--- src/core/sar_adc_conversion_sequencer_defs.vh ---
// Functional notes
// - second strobe fall ends acquisition, opens sampling switch, holds the sample
// - conversion done and end flag low within 4.7us of entering hold
// - step timing comes from an internal divider, no host clock needed
// - after each conversion enter standby or shutdown as selected at hold
// - data pins three-state; byte variant muxes low or high byte per select
// - 16-bit unsigned result by successive approximation behind track-and-hold
// - select low at hold gives standby, high gives shutdown of reference
// - first fall with select low acquires, second converts, third with high reads
// - falling end-of-conversion flag marks result valid and ready
// - data pins high impedance in acquisition, conversion and whenever strobe high
`ifndef SAR_ADC_CONVERSION_SEQUENCER_DEFS_VH
`define SAR_ADC_CONVERSION_SEQUENCER_DEFS_VH

// ****************************************
// widths and reset values
// ****************************************
`define RESULT_BITS      16
`define RESULT_RST       16'h0000
`define CODE_MSB_ONLY    16'h8000
`define BIT_IDX_BITS     4
`define BIT_IDX_MSB      4'hF
`define BIT_IDX_LSB      4'h0
`define BYTE_BITS        8

// ****************************************
// timing
// ****************************************
`define CLK_FREQ_MHZ     10
`define CONV_TIME_NS     4700
`define CONV_MAX_CYC     ((`CONV_TIME_NS * `CLK_FREQ_MHZ) / 1000)
`define ACQ_MIN_NS       1100
`define ACQ_MIN_CYC      ((`ACQ_MIN_NS * `CLK_FREQ_MHZ + 999) / 1000)
`define STEP_DIV         2
`define CNT_BITS         8

`endif

--- src/core/sar_adc_conversion_sequencer.v ---
`include "sar_adc_conversion_sequencer_defs.vh"

// ****************************************
// conversion sequencer top
// ****************************************
module sar_adc_conversion_sequencer #(
  parameter BYTE_WIDE    = 0,
  parameter WIDTH        = `RESULT_BITS,
  parameter CONV_MAX_CYC = `CONV_MAX_CYC,
  parameter STEP_DIV     = `STEP_DIV
) (
  // clock and reset
  input  wire             core_clk,
  input  wire             arst_n,
  // host strobe pins
  input  wire             cs_n,
  input  wire             read_convert_sel,
  input  wire             upper_byte_select,
  // analog front end
  input  wire             comp_high,
  output reg              track_hold_q,
  output reg              ref_power_on_q,
  output wire [WIDTH-1:0] dac_code,
  // host status and data
  output reg              eoc_n_q,
  output reg  [WIDTH-1:0] data_out_bit_low_or_high,
  output reg  [WIDTH-1:0] data_oe
);

  // ****************************************
  // states
  // ****************************************
  localparam [2:0] ST_LOWPWR = 3'h0;
  localparam [2:0] ST_ACQ    = 3'h1;
  localparam [2:0] ST_CONV   = 3'h2;
  localparam [2:0] ST_DONE   = 3'h3;
  localparam [2:0] ST_READ   = 3'h4;

  reg  [2:0]             state_q;
  reg  [2:0]             state_d;
  reg  [2:0]             cs_sync_q;
  reg  [2:0]             rc_sync_q;
  reg  [2:0]             ub_sync_q;
  reg                    cs_q;
  reg                    rc_q;
  reg                    ub_q;
  reg                    cs_prev_q;
  reg                    shutdown_sel_q;
  reg  [`CNT_BITS-1:0]   conv_cnt_q;
  wire                   cs_fall;
  wire                   cs_rise;
  wire                   sar_start;
  wire                   sar_stop;
  wire                   sar_done;
  wire                   sar_busy;
  wire [WIDTH-1:0]       sar_result;
  wire [WIDTH-1:0]       byte_view;
  wire [WIDTH-1:0]       oe_mask;

  // ****************************************
  // pin synchronisers
  // ****************************************

  // three stages, change counted when stage two and three agree
  always @(posedge core_clk or negedge arst_n) begin
    if (!arst_n) begin
      cs_sync_q <= 3'h7;
      rc_sync_q <= 3'h0;
      ub_sync_q <= 3'h0;
    end else begin
      cs_sync_q <= {cs_sync_q[1:0], cs_n};
      rc_sync_q <= {rc_sync_q[1:0], read_convert_sel};
      ub_sync_q <= {ub_sync_q[1:0], upper_byte_select};
    end
  end

  // filtered pin levels
  always @(posedge core_clk or negedge arst_n) begin
    if (!arst_n) begin
      cs_q      <= 1'b1;
      rc_q      <= 1'b0;
      ub_q      <= 1'b0;
      cs_prev_q <= 1'b1;
    end else begin
      if (cs_sync_q[1] == cs_sync_q[2]) begin
        cs_q <= cs_sync_q[2];
      end
      if (rc_sync_q[1] == rc_sync_q[2]) begin
        rc_q <= rc_sync_q[2];
      end
      if (ub_sync_q[1] == ub_sync_q[2]) begin
        ub_q <= ub_sync_q[2];
      end
      cs_prev_q <= cs_q;
    end
  end

  assign cs_fall = cs_prev_q && !cs_q;
  assign cs_rise = !cs_prev_q && cs_q;

  // ****************************************
  // strobe sequence
  // ****************************************

  // first fall acquires, second converts, third reads
  always @* begin
    state_d = state_q;
    case (state_q)
      ST_LOWPWR: begin
        if (cs_fall && !rc_q) begin
          state_d = ST_ACQ;                // select high ignored here
        end
      end
      ST_ACQ: begin
        if (cs_fall) begin
          state_d = ST_CONV;               // acquisition ends
        end
      end
      ST_CONV: begin
        if (sar_done) begin
          state_d = ST_DONE;
        end
      end
      ST_DONE: begin
        if (cs_fall && rc_q) begin
          state_d = ST_READ;               // result onto bus
        end else if (cs_fall) begin
          state_d = ST_ACQ;
        end
      end
      ST_READ: begin
        if (cs_rise) begin
          state_d = ST_LOWPWR;
        end
      end
      default: begin
        state_d = ST_LOWPWR;
      end
    endcase
  end

  always @(posedge core_clk or negedge arst_n) begin
    if (!arst_n) begin
      state_q <= ST_LOWPWR;
    end else begin
      state_q <= state_d;
    end
  end

  // ****************************************
  // track-and-hold and power modes
  // ****************************************

  // hold from second fall until conversion done
  always @(posedge core_clk or negedge arst_n) begin
    if (!arst_n) begin
      track_hold_q <= 1'b0;
    end else if (state_q == ST_ACQ && cs_fall) begin
      track_hold_q <= 1'b1;                // sampling switch opens
    end else if (sar_done) begin
      track_hold_q <= 1'b0;
    end
  end

  // select level caught at hold chooses low-power mode
  always @(posedge core_clk or negedge arst_n) begin
    if (!arst_n) begin
      shutdown_sel_q <= 1'b1;
    end else if (state_q == ST_ACQ && cs_fall) begin
      shutdown_sel_q <= rc_q;              // high means shutdown
    end
  end

  // reference on for acquisition, off after shutdown conversion
  always @(posedge core_clk or negedge arst_n) begin
    if (!arst_n) begin
      ref_power_on_q <= 1'b0;
    end else if (state_d == ST_ACQ) begin
      ref_power_on_q <= 1'b1;
    end else if (sar_done && shutdown_sel_q) begin
      ref_power_on_q <= 1'b0;              // automatic shutdown
    end
  end

  // ****************************************
  // conversion timing
  // ****************************************

  assign sar_start = (state_q == ST_ACQ) && cs_fall;

  // cycles spent in hold, capped at the conversion limit
  always @(posedge core_clk or negedge arst_n) begin
    if (!arst_n) begin
      conv_cnt_q <= 8'h00;
    end else if (sar_start) begin
      conv_cnt_q <= 8'h01;
    end else if (state_q == ST_CONV && sar_busy) begin
      conv_cnt_q <= conv_cnt_q + 8'h01;
    end
  end

  // stop one cycle early so the flag falls by the limit
  assign sar_stop = (conv_cnt_q >= (CONV_MAX_CYC[`CNT_BITS-1:0] - 8'h01));

  successive_approximation #(
    .WIDTH    (WIDTH),
    .STEP_DIV (STEP_DIV)
  ) u_sar (
    .core_clk   (core_clk),
    .arst_n     (arst_n),
    .start      (sar_start),
    .force_stop (sar_stop),
    .comp_high  (comp_high),
    .dac_code_q (dac_code),
    .result_q   (sar_result),
    .done_q     (sar_done),
    .busy_q     (sar_busy)
  );

  // ****************************************
  // end-of-conversion flag
  // ****************************************

  // falls when result valid, rises when next acquisition starts
  always @(posedge core_clk or negedge arst_n) begin
    if (!arst_n) begin
      eoc_n_q <= 1'b1;
    end else if (sar_done) begin
      eoc_n_q <= 1'b0;                     // result ready
    end else if (state_d == ST_ACQ && state_q != ST_ACQ) begin
      eoc_n_q <= 1'b1;
    end
  end

  // ****************************************
  // three-state data port
  // ****************************************

  // byte variant puts low or high byte on the low pins
  assign byte_view = ub_q ? {{(WIDTH-`BYTE_BITS){1'b0}}, sar_result[WIDTH-1:`BYTE_BITS]}
                          : {{(WIDTH-`BYTE_BITS){1'b0}}, sar_result[`BYTE_BITS-1:0]};
  assign oe_mask   = (BYTE_WIDE != 0) ? {{(WIDTH-`BYTE_BITS){1'b0}}, {`BYTE_BITS{1'b1}}}
                                      : {WIDTH{1'b1}};

  // drive only in read with strobe low, else released
  always @(posedge core_clk or negedge arst_n) begin
    if (!arst_n) begin
      data_out_bit_low_or_high <= `RESULT_RST;
      data_oe                  <= `RESULT_RST;
    end else if (state_d == ST_READ && !cs_q) begin
      data_out_bit_low_or_high <= (BYTE_WIDE != 0) ? byte_view : sar_result;
      data_oe                  <= oe_mask;
    end else begin
      data_out_bit_low_or_high <= `RESULT_RST;
      data_oe                  <= `RESULT_RST;  // high impedance
    end
  end

endmodule // sar_adc_conversion_sequencer

--- src/core/successive_approximation.v ---
`include "sar_adc_conversion_sequencer_defs.vh"

// ****************************************
// successive approximation step engine
// ****************************************
module successive_approximation #(
  parameter WIDTH    = `RESULT_BITS,
  parameter STEP_DIV = `STEP_DIV
) (
  // clock and reset
  input  wire             core_clk,
  input  wire             arst_n,
  // control
  input  wire             start,
  input  wire             force_stop,
  input  wire             comp_high,
  // results
  output reg  [WIDTH-1:0] dac_code_q,
  output reg  [WIDTH-1:0] result_q,
  output reg              done_q,
  output reg              busy_q
);

  reg [`BIT_IDX_BITS-1:0] bit_idx_q;
  reg [`CNT_BITS-1:0]     div_q;
  wire                    step_tick;

  // one-hot trial weight for a bit position
  function [WIDTH-1:0] trial_bit;
    input [`BIT_IDX_BITS-1:0] idx;
    begin
      trial_bit = {{(WIDTH-1){1'b0}}, 1'b1} << idx;
    end
  endfunction

  // internal conversion clock from divider
  assign step_tick = busy_q && (div_q == (STEP_DIV[`CNT_BITS-1:0] - 8'h01));

  always @(posedge core_clk or negedge arst_n) begin
    if (!arst_n) begin
      div_q <= 8'h00;
    end else if (!busy_q || step_tick) begin
      div_q <= 8'h00;
    end else begin
      div_q <= div_q + 8'h01;
    end
  end

  // binary search, msb first, keep bit if input above trial
  always @(posedge core_clk or negedge arst_n) begin
    if (!arst_n) begin
      dac_code_q <= `RESULT_RST;
      result_q   <= `RESULT_RST;
      bit_idx_q  <= `BIT_IDX_MSB;
      done_q     <= 1'b0;
      busy_q     <= 1'b0;
    end else begin
      done_q <= 1'b0;
      if (start) begin
        dac_code_q <= trial_bit(`BIT_IDX_MSB);
        bit_idx_q  <= `BIT_IDX_MSB;
        busy_q     <= 1'b1;
      end else if (busy_q && force_stop) begin
        result_q <= dac_code_q;            // limit reached, keep best code
        done_q   <= 1'b1;
        busy_q   <= 1'b0;
      end else if (step_tick) begin
        if (bit_idx_q == `BIT_IDX_LSB) begin
          result_q <= comp_high ? dac_code_q : (dac_code_q & ~trial_bit(bit_idx_q));
          done_q   <= 1'b1;
          busy_q   <= 1'b0;
        end else begin
          dac_code_q <= (comp_high ? dac_code_q : (dac_code_q & ~trial_bit(bit_idx_q)))
                        | trial_bit(bit_idx_q - 4'h1);
          bit_idx_q  <= bit_idx_q - 4'h1;
        end
      end
    end
  end

endmodule // successive_approximation

--- config.mk ---
export PLATFORM = sky130hd
export DESIGN_NAME = sar_adc_conversion_sequencer
export DESIGN_NICKNAME = d
export VERILOG_FILES = /design/src/core/sar_adc_conversion_sequencer.v /design/src/core/successive_approximation.v
export VERILOG_INCLUDE_DIRS = /design/src /design/src/core
export SDC_FILE = /design/constraint.sdc
export NUM_CORES = 1
export LEC_CHECK = 0
export BUFFER_PORTS_ARGS = -buffer_cell sky130_fd_sc_hd__buf_2
export CORE_MARGIN = 10
export CORE_UTILIZATION = 50
export DETAILED_ROUTE_END_ITERATION = 10
export GPL_ROUTABILITY_DRIVEN = 0
export PLACE_DENSITY = 0.71
export SKIP_LAST_GASP = 1
export SLEW_MARGIN = 20
export SYNTH_ARGS = -nofsm -noshare
export SYNTH_HDL_FRONTEND = slang
export SYNTH_HIERARCHICAL = 1
export SYNTH_SLANG_ARGS = --single-unit
export TNS_END_PERCENT = 5
--- constraint.sdc ---
create_clock -name core_clk -period 6.6 [get_ports core_clk]
set_clock_uncertainty 0.05 [all_clocks]
set_input_delay 0.33 -clock core_clk [delete_from_list [all_inputs] [get_ports core_clk]]
set_output_delay 0.33 -clock core_clk [all_outputs]
set_load 0.01 [all_outputs]
### After elaboration in Yosys (flattened, before gate mapping)

Index checks and enable logic that the tools add are counted.

* register bits after elaboration: 102
* input port bits: 6
* output and inout bits: 51
* logic and storage cells: 109

* add/sub/neg operators: 3
* order comparisons: 1
* eq/ne operators: 12
* shift-type cells: 2
* muxes and demuxes: 38
* bitwise operators: 4
* reduce and logical (&&, ||, !) cells: 30

Operator list (number)
* $mux 16: 10
* $shl 1x4->16 const A: 2
* $mux 8: 3
* $mux 3: 6
* $add 8x1->8 const B: 2
* $and 16x16->16: 1
* $mux 4: 4
* $not 16->16: 1
* $or 16x16->16: 1
* $pmux 3 s5: 1
* $mux 1: 14
* $reduce_bool 2->1: 7
* $logic_and 1x1->1: 11
* $eq 8x1->1 const B: 1
* $ge 8x6->1 const B: 1
* $eq 3x1->1 const B: 2
* $eq 3x2->1 const B: 2
* $eq 3x3->1 const B: 2
* $reduce_and 3->1: 2
* $reduce_bool 3->1: 2
* $logic_not 1->1: 4
* $logic_not 4->1: 1
* $ne 2x2->1 const B: 2
* $sub 4x1->4 const B: 1
* 6 further kinds: 7

### Logic depth before layout (Yosys ltp)

Gate-level depths: netlist (run 1).

* word-level depth: 9
* depth in mapped cells: 9

### By module

Netlist (run 1), hierarchy kept.

Modules (own cells, without submodules)
* successive_approximation: instances 1, cells an instance 230, area an instance 2329.7 sq um
* sar_adc_conversion_sequencer: instances 1, cells an instance 149, area an instance 1784.2 sq um

### Least setup slack after synthesis (run 1)

Ideal clock, no wire load.

* path kind: register to register
* start: reg conv_cnt_q[0]
* end: reg u_sar.result_q[8]
* library setup time: 125 ps
* arrival: 2036 ps
* slack: 4390 ps
* cell stages (with the launch flop): 10
* buffers on the path: 0
* clock period less this slack: 2210 ps
* cells stage by stage: dfrtp_1 -> inv_1 -> ha_1 -> or2_2 -> a31oi_1 -> o21ai_0 -> a21oi_1 -> nand2_1 -> o31a_1 -> mux2_2

* word-level cells in the longest chain between the ends: 4
* elaborated cells between the ends (all ways): 6
* classes of those cells: order compare (1); mux (1); reduce/logical (4)

RTL lines
* start: declaration: line sar_adc_conversion_sequencer.v:49 `` reg [`CNT_BITS-1:0] conv_cnt_q; ``
* start signal: assignment: line sar_adc_conversion_sequencer.v:198 `conv_cnt_q <= conv_cnt_q + 8'h01;`
* $ge 8x6->1 *: line sar_adc_conversion_sequencer.v:203 `` assign sar_stop = (conv_cnt_q >= (CONV_MAX_CYC[`CNT_BITS-1:0] - 8'h01)); ``
* net sar_stop: line sar_adc_conversion_sequencer.v:53 `wire sar_stop;`
* $logic_and 1x1->1 *: line successive_approximation.v:63 `end else if (busy_q && force_stop) begin`
* $reduce_bool 2->1 (no source line)
* $reduce_and 3->1 (no source line)
* end signal: assignment: line successive_approximation.v:53 `` result_q <= `RESULT_RST; ``
* end signal: assignment: line successive_approximation.v:64 `result_q <= dac_code_q;`
* end signal: assignment: line successive_approximation.v:69 `result_q <= comp_high ? dac_code_q : (dac_code_q & ~trial_bit(bit_idx_q));`
* end: declaration: line successive_approximation.v:19 `output reg [WIDTH-1:0] result_q,`

The timed path passes the listed nets; every way through them passes the cells marked *.
A chain may end at the register's enable or synchronous reset.

### Worst setup path after layout (run 1)

* start: reg cs_prev_q
* end: reg u_sar.result_q[8]

* word-level cells in the longest chain between the ends: 4

RTL lines
* start: declaration: line sar_adc_conversion_sequencer.v:47 `reg cs_prev_q;`
* start signal: assignment: line sar_adc_conversion_sequencer.v:94 `cs_prev_q <= cs_q;`
* $logic_and 1x1->1: line sar_adc_conversion_sequencer.v:98 `assign cs_fall = cs_prev_q && !cs_q;`
* $logic_and 1x1->1: line sar_adc_conversion_sequencer.v:189 `assign sar_start = (state_q == ST_ACQ) && cs_fall;`
* $not 1->1 (no source line)
* $reduce_and 3->1 (no source line)

No other way between the ends.

==> results.md, run 1 <==
* Final ANT Viol Nets at 0
* Syn nets at 394
* Aggregate global routing overflow at 0
* Post-route minimum period at ~2.8 ns
* Final worst path period share at 42.7%
* Max IR drop VDD at ~0.23 mV
* Synthesized area per cell at 10.9 um2
* Initial Utilization at 50.8%
* Synth top area cells: dfrtp_1 46%, dfstp_2 7.0%, o21ai_0 4.1%
* Die X-Extent at roughly 110 um
* Required time of the critical path at ~6.8 ns
* Seq cells post-synth at 87
* I/O Buffers at 55
* Rel. slew slack at between 40% and 50%
* CTS tree: built
* Non-Filler Instances at between 500 and 600
* Crit path launch type: register
* Detailed placement HPWL at around 5.7 mm
* Syn-to-layout area delta at 10.6%
* Top delay family on crit path: compound AO/OA/AOI/OAI gates
* Post-synth cell types at 55
* Crit path kind: reg -> reg
* Antenna violations before repair at 0
* Share of post-route cells with drive strength above 1 at 24.0%
* Final setup violation count at 0
* CP Cell Sequence: nand3b_1 -> nor3_1 -> clkinv_1 -> o211a_1 -> mux2_2
* Hold WS at -0.0424 ns
* Most used DFF post-synth: dfrtp_1
* Worst-path clk slew at roughly 0.090 ns
* CTS buffer count at 9
* Post-CTS Setup Repair Bufs at 0
* Crit path capture type: register
* Post-cts sizing count at 0
* DR WL/cell at between 15 and 20 um
* Critical Path AT at between 3 and 4 ns
* Worst Max-Slew Pin Slew at slightly above 0.8 ns
* DRC errors left at 0
* Clk sink count at 87
* Overall Global Routing Usage at around 14%
* FP Rows at 33
* Number of global-route vias before repair at ~2,900
* Power per cell area at approximately 400 nW/um2
* Die Y at around 110 um
* Post-Place Cell Area at between 4000 and 5000 um2
* Status: finished with violations
* Max frequency at about 350 MHz
* Worst path slowest cell: o211a_1
* RSZ-0062 raised after global routing: no
* Sum Neg Setup Slack at 0 ns
* Max cap viols at 0
* CP Max Fanout at 26
* Worst skew pair latency at between 0.3 and 0.4 ns
* Hold buffers post-CTS at 0
* Top Ports at 57
* Syn Inst Count at roughly 380
* NumNets Final at between 400 and 500
* Htree depth at 3
* Synth Warn # at 6
* EDFF count, synth at 0
* CP max stage delay at around 0.64 ns
* Max Slew Vio Count at 0
* First-pass GRT wire length at roughly 14 mm
* First-iteration detailed-routing DRC count at 173
* Share of the synthesized area in the top cell type at approximately 46%
* Stages on the worst setup path at 5
* Ys async rst share at 100%
* Core Footprint at roughly 8000 um2
* Average via count per standard cell at 5.41
* Final Hold Viols at 42
* Placed cells at 510
* Failing checks: hold timing
* Detailed Routing Iterations Pass 1 at 5
* Clock Path Buffers at 2
* Post-route design area at approximately 4500 um2
* Most frequent cell after synthesis: dfrtp_1
* Routed vias at roughly 2,800
* Dominant cell type by area after synthesis: dfrtp_1
* DIE AREA at 12,300 um2
* Sequential share of the synthesized area at roughly 53%
* Leak at approximately 2.2 nW
* Post-synth top cells: 76 x dfrtp_1, 34 x o21ai_0, 26 x inv_1, 22 x nor2_1
* Root Buffer: clkbuf_8
* Worst hold path type: in -> async
* Crit path buf inv count at 1
* Reg2reg path depth at 5
* Antenna diode count at 0
* Routed WL at roughly 8 mm
* Largest net degree at the start of global routing at 88
* Mapped Area at 4110 um2
==> power breakdown <==
part / switching [mW] / internal (mW) / leakage, nW
clock network: 0.193 / 0.226 / 0.117
logic: 0.352 / 0.242 / 0.989
registers: 0.139 / 0.671 / 1.06
==> through the flow <==
step | hold slack, ns | setup WS [ns] | power, mW | utilization [%]
2_1_floorplan | -0.0156 | 4.39 | 1.23 | -
3_3_place_gp | 0.283 | 3.77 | 1.39 | 53.3
3_5_place_dp | 0.286 | 3.75 | 1.42 | 53.3
4_1_cts | 0.00409 | 3.71 | 1.84 | 56.2
5_1_grt | 0.00108 | 3.49 | 1.96 | 56.2
6_report | -0.0424 | 3.78 | 1.82 | 56.2
==> cell usage in the layout (no fill, tap or decap), types with 3 or more instances in the layout <==
cell,count
a31oi_1,3
nor2_1,22
mux2i_1,14
buf_2,54
nor2b_1,4
o211ai_1,15
a21oi_1,11
nand2_1,14
nand3_1,11
clkbuf_8,10
nand4_1,5
dfrtp_1,76
and3_2,3
nand2b_1,6
ha_1,9
dfstp_2,11
inv_1,26
and2_1,17
nor4_4,3
o21ai_0,34
nor2_2,3
nor3b_1,4
xor2_1,7
xnor2_1,9
nor3_1,5
==> worst paths after layout <==
path	from	end	slack, ns
worst max register to register	cs_prev_q$_DFF_PN1_	u_sar/result_q[8]$_DFFE_PN0P_	3.78
worst min register to register	rc_sync_q[0]$_DFF_PN0_	rc_sync_q[1]$_DFF_PN0_	0.30
max in group asynchronous	arst_n	u_sar/div_q[5]$_DFF_PN0_	6.02
worst min-delay path	arst_n	data_out_bit_low_or_high[13]$_DFF_PN0_	-0.04
worst max-delay path	cs_prev_q$_DFF_PN1_	u_sar/result_q[8]$_DFFE_PN0P_	3.78
min in group core_clk	cs_n	cs_sync_q[0]$_DFF_PN1_	0.02
==> routing by layer <==
layer,global-route usage [%],wire (um),vias to the layer above
met5,0,0,-
met4,6.08,146,0
met3,4.17,548,13
met2,20.8,3770,79
met1,17.5,3720,1381
li1,-,-,1372
==> logic make-up (layout without fill, tap and decap cells) <==
family / count (synthesis) / after routing / synth area share (%)
and+or+nand+nor: 112 / 112 / 16.4
DFF: 87 / 87 / 53.3
AOI/OAI and AO/OA: 79 / 79 / 11.8
buffers and inverters: 57 / 99 / 7.69
muxes: 17 / 17 / 4.23
xor gates and xnor gates: 16 / 16 / 3.41
adders and majority gates: 11 / 11 / 3.22
==> registers in the layout, summed over array words and instances, names as in the netlist, 3 cells and up <==
signal,cells
conv_cnt_q,8
cs_sync_q,3
data_out_bit_low_or_high,16
rc_sync_q,3
state_q,3
u_sar/bit_idx_q,4
u_sar/dac_code_q,16
u_sar/div_q,8
u_sar/result_q,16
==> final cells by class <==
| cell class | count | area (um2) |
|---|---|---|
| clock buffer | 10 | 138 |
| clock inverter | 6 | 91.3 |
| fill | 720 | 3540 |
| inverter | 27 | 101 |
| multi-input combinational | 235 | 1610 |
| sequential | 87 | 2190 |
| tap | 105 | 131 |
| timing repair buffer | 56 | 289 |
No activity file was read; power rests on OpenSTA's default activity.
==> run 2, diff against run 1 <==
Clock period 6.6 ns to 2.9 ns, I/O delays scaled along.
==> run 2 against run 1 <==
Worst hold slack better by 0.35 ns. Routed wire length up 3.0%. Non-clock buffer count is 7 higher. Critical endpoint is now u_sar/dac_code_q[2]$_DFFE_PN0P_. The flow now finishes without violations. Highest routed layer unchanged. Sequential share of layout area down 0.22 points. Largest cell class unchanged. Power grew 120%.
==> results.md, run 2 (synthesized netlist as in run 1, its figures left out) <==
* Status: complete, no violations
* Reg-to-reg endpoint: u_sar/dac_code_q[2]$_DFFE_PN0P_
* Critical Path AT at between 2 and 3 ns
* Final setup violation count at 0
* Worst R2R Setup Slack at 0.23 ns
* Max cap viols at 0
* Max IR drop VDD at about 0.45 mV
* Largest net degree at the start of global routing at a little under 90
* Sum Neg Setup Slack at 0 ns
* CTS tree: built
* Final worst path period share at about 90%
* Leak at about 2.2 nW
* Commonest non-fill, non-tap cell in the layout: dfrtp_1
* First-pass GRT wire length at about 14 mm
* DRC errors left at 0
* Clk sink count at a little under 90
* Worst Max-Slew Pin Slew at between 0.7 and 0.8 ns
* Clock Path Buffers at 2
* Crit path launch type: register
* Final ANT Viol Nets at 0
* Top Ports at 57
* Detailed placement HPWL at ~6 mm
* Antenna diode count at 0
* Post-CTS Setup Repair Bufs at 0
* RSZ-0062 raised after global routing: no
* Htree depth at 3
* CP Max Fanout at 7
* DIE AREA at between 10,000 and 15,000 um2
* FP Rows at 33
* Power Total at between 4 and 5 mW
* Hold path endpoint: u_sar/result_q[0]$_DFFE_PN0P_
* Hold path cells at 4
* Core Footprint at 8090 um2
* Number of global-route vias before repair at 2,887
* Top Registers: data_out_bit_low_or_high: 16 flops, u_sar/dac_code_q: 16 flops, u_sar/result_q: 16 flops
* Worst hold path type: in -> reg
* Dpl ws at 0.282 ns
* Share of post-route cells with drive strength above 1 at roughly a quarter
* Worst r2r src: conv_cnt_q[0]$_DFFE_PN0P_
* Reg2reg path depth at 9
* Syn-to-layout area delta at 11.1%
* First-iteration detailed-routing DRC count at approximately 170
* Final Hold Viols at 0
* Crit path kind: reg -> reg
* Initial Utilization at about half
* Overall Global Routing Usage at ~14%
* NumNets Final at roughly 440
* Commonest non-fill, non-tap cells in the layout: 76 x dfrtp_1, 54 x buf_2, 34 x o21ai_0
* Hold path startpoint: comp_high
* I/O Buffers at 55
* Detailed Routing Iterations Pass 1 at 4
* CTS buffer count at 9
* Root Buffer: clkbuf_8
* Power per cell area at ~900 nW/um2
* Rel. slew slack at around half
* Setup ws final at around 0.23 ns
* Aggregate global routing overflow at 0
* Max Slew Vio Count at 0
* Die X-Extent at roughly 110 um
* Placed cells at between 500 and 600
* Antenna violations before repair at 0
* Post-route design area at roughly 4600 um2
* Routed vias at approximately 2,800
* Routed WL at ~8.4 mm
* Core Util, Final at roughly 56%
* Worst skew pair latency at 0.35 ns
* Average via count per standard cell at 5.32
* Non-Filler Instances at 533
* Hold WS at 0.308 ns
* Die Y at between 100 and 150 um
* DR WL/cell at approximately 16 um
* Required time of the critical path at 3.07 ns
* Post-route minimum period at about 2.7 ns
* Max frequency at 375 MHz
* Worst-path clk slew at roughly 0.08 ns
* Crit path capture type: register
* Crit path from: conv_cnt_q[0]$_DFFE_PN0P_
* Post-Place Cell Area at 4350 um2
## run 2: what timing repair did
item                                   CTS  global route
resized for setup                        0             0
hold buffers                             3             0
endpoints found under the hold margin   78             0
## run 2: layer usage
metal  GRT usage, %  part of all wire, %  vias to the layer above
li1               -                    -                     1377
met1           18.5                   48                     1359
met2           21.2                   46                       93
met3           3.35                  5.6                        6
met4           5.64                 0.75                        0
met5              0                    0                        -
## run 2: layout make-up
class | count | area [um2]
Tap cell | 105 | 131
Clock buffer | 11 | 131
Inverter | 27 | 101
Fill cell | 741 | 3520
Sequential cell | 87 | 2190
Timing Repair Buffer | 63 | 349
Clock inverter | 5 | 58.8
Multi-Input combinational cell | 235 | 1610
## run 2: critical path, stage by stage, from the launching register on
cell and delay, ns:
dfrtp_1 0.41, inv_1 0.07, ha_1 0.18, or2_2 0.26, a31oi_1 0.19, o21ai_0 0.25
nor4b_1 0.33, nand4_1 0.37, o211ai_1 0.31, o21ai_0 0.11
## run 2: how the worst max path moves through the flow
stage                     depth (start not counted)  slack (ns)                         endpoint
after floorplan                                   9        0.69    u_sar/result_q[8]$_DFFE_PN0P_
after global placement                            9        0.37  u_sar/dac_code_q[2]$_DFFE_PN0P_
after detailed placement                          9        0.28  u_sar/dac_code_q[4]$_DFFE_PN0P_
after CTS                                         9        0.26  u_sar/dac_code_q[3]$_DFFE_PN0P_
after global routing                              9        0.08  u_sar/dac_code_q[5]$_DFFE_PN0P_
final                                             9        0.23  u_sar/dac_code_q[2]$_DFFE_PN0P_
## run 2: report_power, final
| part | total, mW | leakage [nW] | internal (mW) | switching, mW |
|---|---|---|---|---|
| sequential | 1.84 | 1.06 | 1.53 | 0.318 |
| clock | 0.822 | 0.0895 | 0.399 | 0.423 |
| combinational | 1.39 | 1.02 | 0.571 | 0.823 |
| total | 4.06 | 2.17 | 2.50 | 1.56 |
==> run 3, diff against run 2 <==
Settings changed: CTS_BUF_LIST from default to sky130_fd_sc_hd__clkbuf_8 sky130_fd_sc_hd__clkbuf_16.
==> run 3 against run 2 <==
Sequential power about the same. First-iteration DRC count grew 1.2%. Utilization unchanged. Sequential share of layout area unchanged. Final area did not move. Fmax is 0.75% higher. Die area stayed put. Via count rose by 1.1%. Critical endpoint is now u_sar/dac_code_q[5]$_DFFE_PN0P_. Largest cell class unchanged. Highest routed layer unchanged.
==> results.md, run 3 (synthesized netlist as in run 1, its figures left out) <==
* NumNets Final at approximately 440
* Worst r2r src: conv_cnt_q[0]$_DFFE_PN0P_
* DRC errors left at 0
* Average via count per standard cell at approximately 5.4
* Routed WL at around 8.4 mm
* Detailed placement HPWL at ~5.8 mm
* Status: complete, no violations
* Clock Path Buffers at 2
* Post-Place Cell Area at 4350 um2
* Initial Utilization at roughly 51%
* Largest net degree at the start of global routing at 88
* CTS tree: built
* Hold path startpoint: cs_sync_q[0]$_DFF_PN1_
* Sequential power share at a little under half
* Crit path launch type: register
* Number of global-route vias before repair at just under 3,000
* Worst-path clk slew at roughly 0.09 ns
* Critical Path AT at between 2 and 3 ns
* CTS buffer count at 9
* Antenna violations before repair at 0
* Core Footprint at 8090 um2
* Sum Neg Setup Slack at 0 ns
* Htree depth at 3
* Hold path endpoint: cs_sync_q[1]$_DFF_PN1_
* Internal power at between 2 and 2.5 mW
* Worst Max-Slew Pin Slew at roughly 0.76 ns
* Final Hold Viols at 0
* Max frequency at between 300 and 400 MHz
* Clk pwr share at approximately 20%
* Aggregate global routing overflow at 0
* Reg2reg path depth at 9
* Crit path buf inv count at 1
* First-pass GRT wire length at 14.5 mm
* Worst hold path type: reg -> reg
* Commonest non-fill, non-tap cell in the layout: dfrtp_1
* Max Slew Vio Count at 0
* Commonest non-fill, non-tap cells in the layout: 76 x dfrtp_1, 54 x buf_2, 34 x o21ai_0
* Most used cell, CP: o21ai_0
* CP Max Fanout at 7
* Syn-to-layout area delta at 11.1%
* Post-CTS Setup Repair Bufs at 0
* Root Buffer: clkbuf_8
* Antenna diode count at 0
* RSZ-0062 raised after global routing: no
* Crit path kind: reg -> reg
* Hold buffers post-CTS at 3
* Fill cell count at 741
* Routed vias at ~2,900
* Sw Share at around two fifths
* Clk sink count at 87
* Post-cts sizing count at 0
* Max IR drop VDD at ~0.46 mV
* Die X-Extent at ~110 um
* Top Ports at 57
* Rel. slew slack at ~50%
* Logic pwr share at 34.4%
* Hold WS at about 0.3 ns
* Required time of the critical path at slightly above 3 ns
* Worst R2R Setup Slack at approximately 0.25 ns
* I/O Buffers at 55
* First-iteration detailed-routing DRC count at between 150 and 200
* DR WL/cell at roughly 16 um
* Final setup violation count at 0
* FP Rows at 33
* Leak at ~2.2 nW
* Worst path slowest cell: dfrtp_1
* Die Y at approximately 110 um
* CP max stage delay at 0.41 ns
* Reg-to-reg endpoint: u_sar/dac_code_q[5]$_DFFE_PN0P_
* Post-route design area at between 4000 and 5000 um2
* Final ANT Viol Nets at 0
* Detailed Routing Iterations Pass 1 at 4
* Post-route minimum period at between 2 and 3 ns
* Top Registers: data_out_bit_low_or_high: 16 flops, u_sar/dac_code_q: 16 flops, u_sar/result_q: 16 flops
* Overall Global Routing Usage at 13.9%
* Final worst path period share at roughly 90%
* Share of post-route cells with drive strength above 1 at roughly a quarter
* Worst skew pair latency at between 0.3 and 0.4 ns
* Core Util, Final at 56.5%
* CP Cell Sequence: inv_1 -> ha_1 -> or2_2 -> a31oi_1 -> o21ai_0 -> nor4b_1 -> nand4_1 -> o211ai_1 -> o21ai_0
* Top delay family on crit path: simple AND/OR/NAND/NOR gates
* Hold path cells at 0
* Stages on the worst setup path at 9
* Max cap viols at 0
* Switch Pwr at 1.57 mW
* Crit path capture type: register
* DIE AREA at about 12,000 um2
* Power per cell area at 888 nW/um2
## run 3: worst register-to-register path: stages, from the launching register on
cell,delay [ns]
dfrtp_1,0.41
inv_1,0.08
ha_1,0.18
or2_2,0.26
a31oi_1,0.19
o21ai_0,0.25
nor4b_1,0.33
nand4_1,0.37
o211ai_1,0.29
o21ai_0,0.12
## run 3: worst max path at each step
stage | startpoint | endpoint | slack (ns)
floorplan | conv_cnt_q[0]$_DFFE_PN0P_ | u_sar/result_q[8]$_DFFE_PN0P_ | 0.69
global route | conv_cnt_q[0]$_DFFE_PN0P_ | u_sar/dac_code_q[5]$_DFFE_PN0P_ | 0.08
detailed placement | conv_cnt_q[0]$_DFFE_PN0P_ | u_sar/dac_code_q[4]$_DFFE_PN0P_ | 0.28
global placement | conv_cnt_q[0]$_DFFE_PN0P_ | u_sar/dac_code_q[2]$_DFFE_PN0P_ | 0.37
finish | conv_cnt_q[0]$_DFFE_PN0P_ | u_sar/dac_code_q[5]$_DFFE_PN0P_ | 0.25
CTS | conv_cnt_q[0]$_DFFE_PN0P_ | u_sar/dac_code_q[3]$_DFFE_PN0P_ | 0.26
## run 3: per-stage QoR
step	total power, mW	std cells	worst slack (ns)
final	4.06	533	0.252
after global routing	4.33	533	0.0810
after CTS	4.07	533	0.260
after detailed placement	3.24	514	0.282
after global placement	3.19	514	0.369
after floorplan	2.81	379	0.690
## run 3: final cells by class
class,count,area (um2),area share [%]
repair buffers,63,349,7.64
well taps,105,131,2.88
clock inverters,7,66.3,1.45
multi-input cells,235,1610,35.2
flip-flops and latches,87,2190,47.9
inverters,27,101,2.22
clock buffers,9,124,2.71
## run 3: power groups by stage
stage,clock (mW),sequential [mW],combinational [mW]
after floorplan,0,1.79,1.01
after global placement,0,1.85,1.34
after detailed placement,0,1.87,1.38
after CTS,0.838,1.84,1.39
after global routing,0.888,1.90,1.54
final,0.815,1.85,1.40
## run 3: layer usage
layer	wire length (um)	vias up	track usage, %
li1	-	1378	-
met1	4050	1387	18.5
met2	3830	89	21.2
met3	441	11	3.35
met4	119	0	5.64
met5	0	-	0
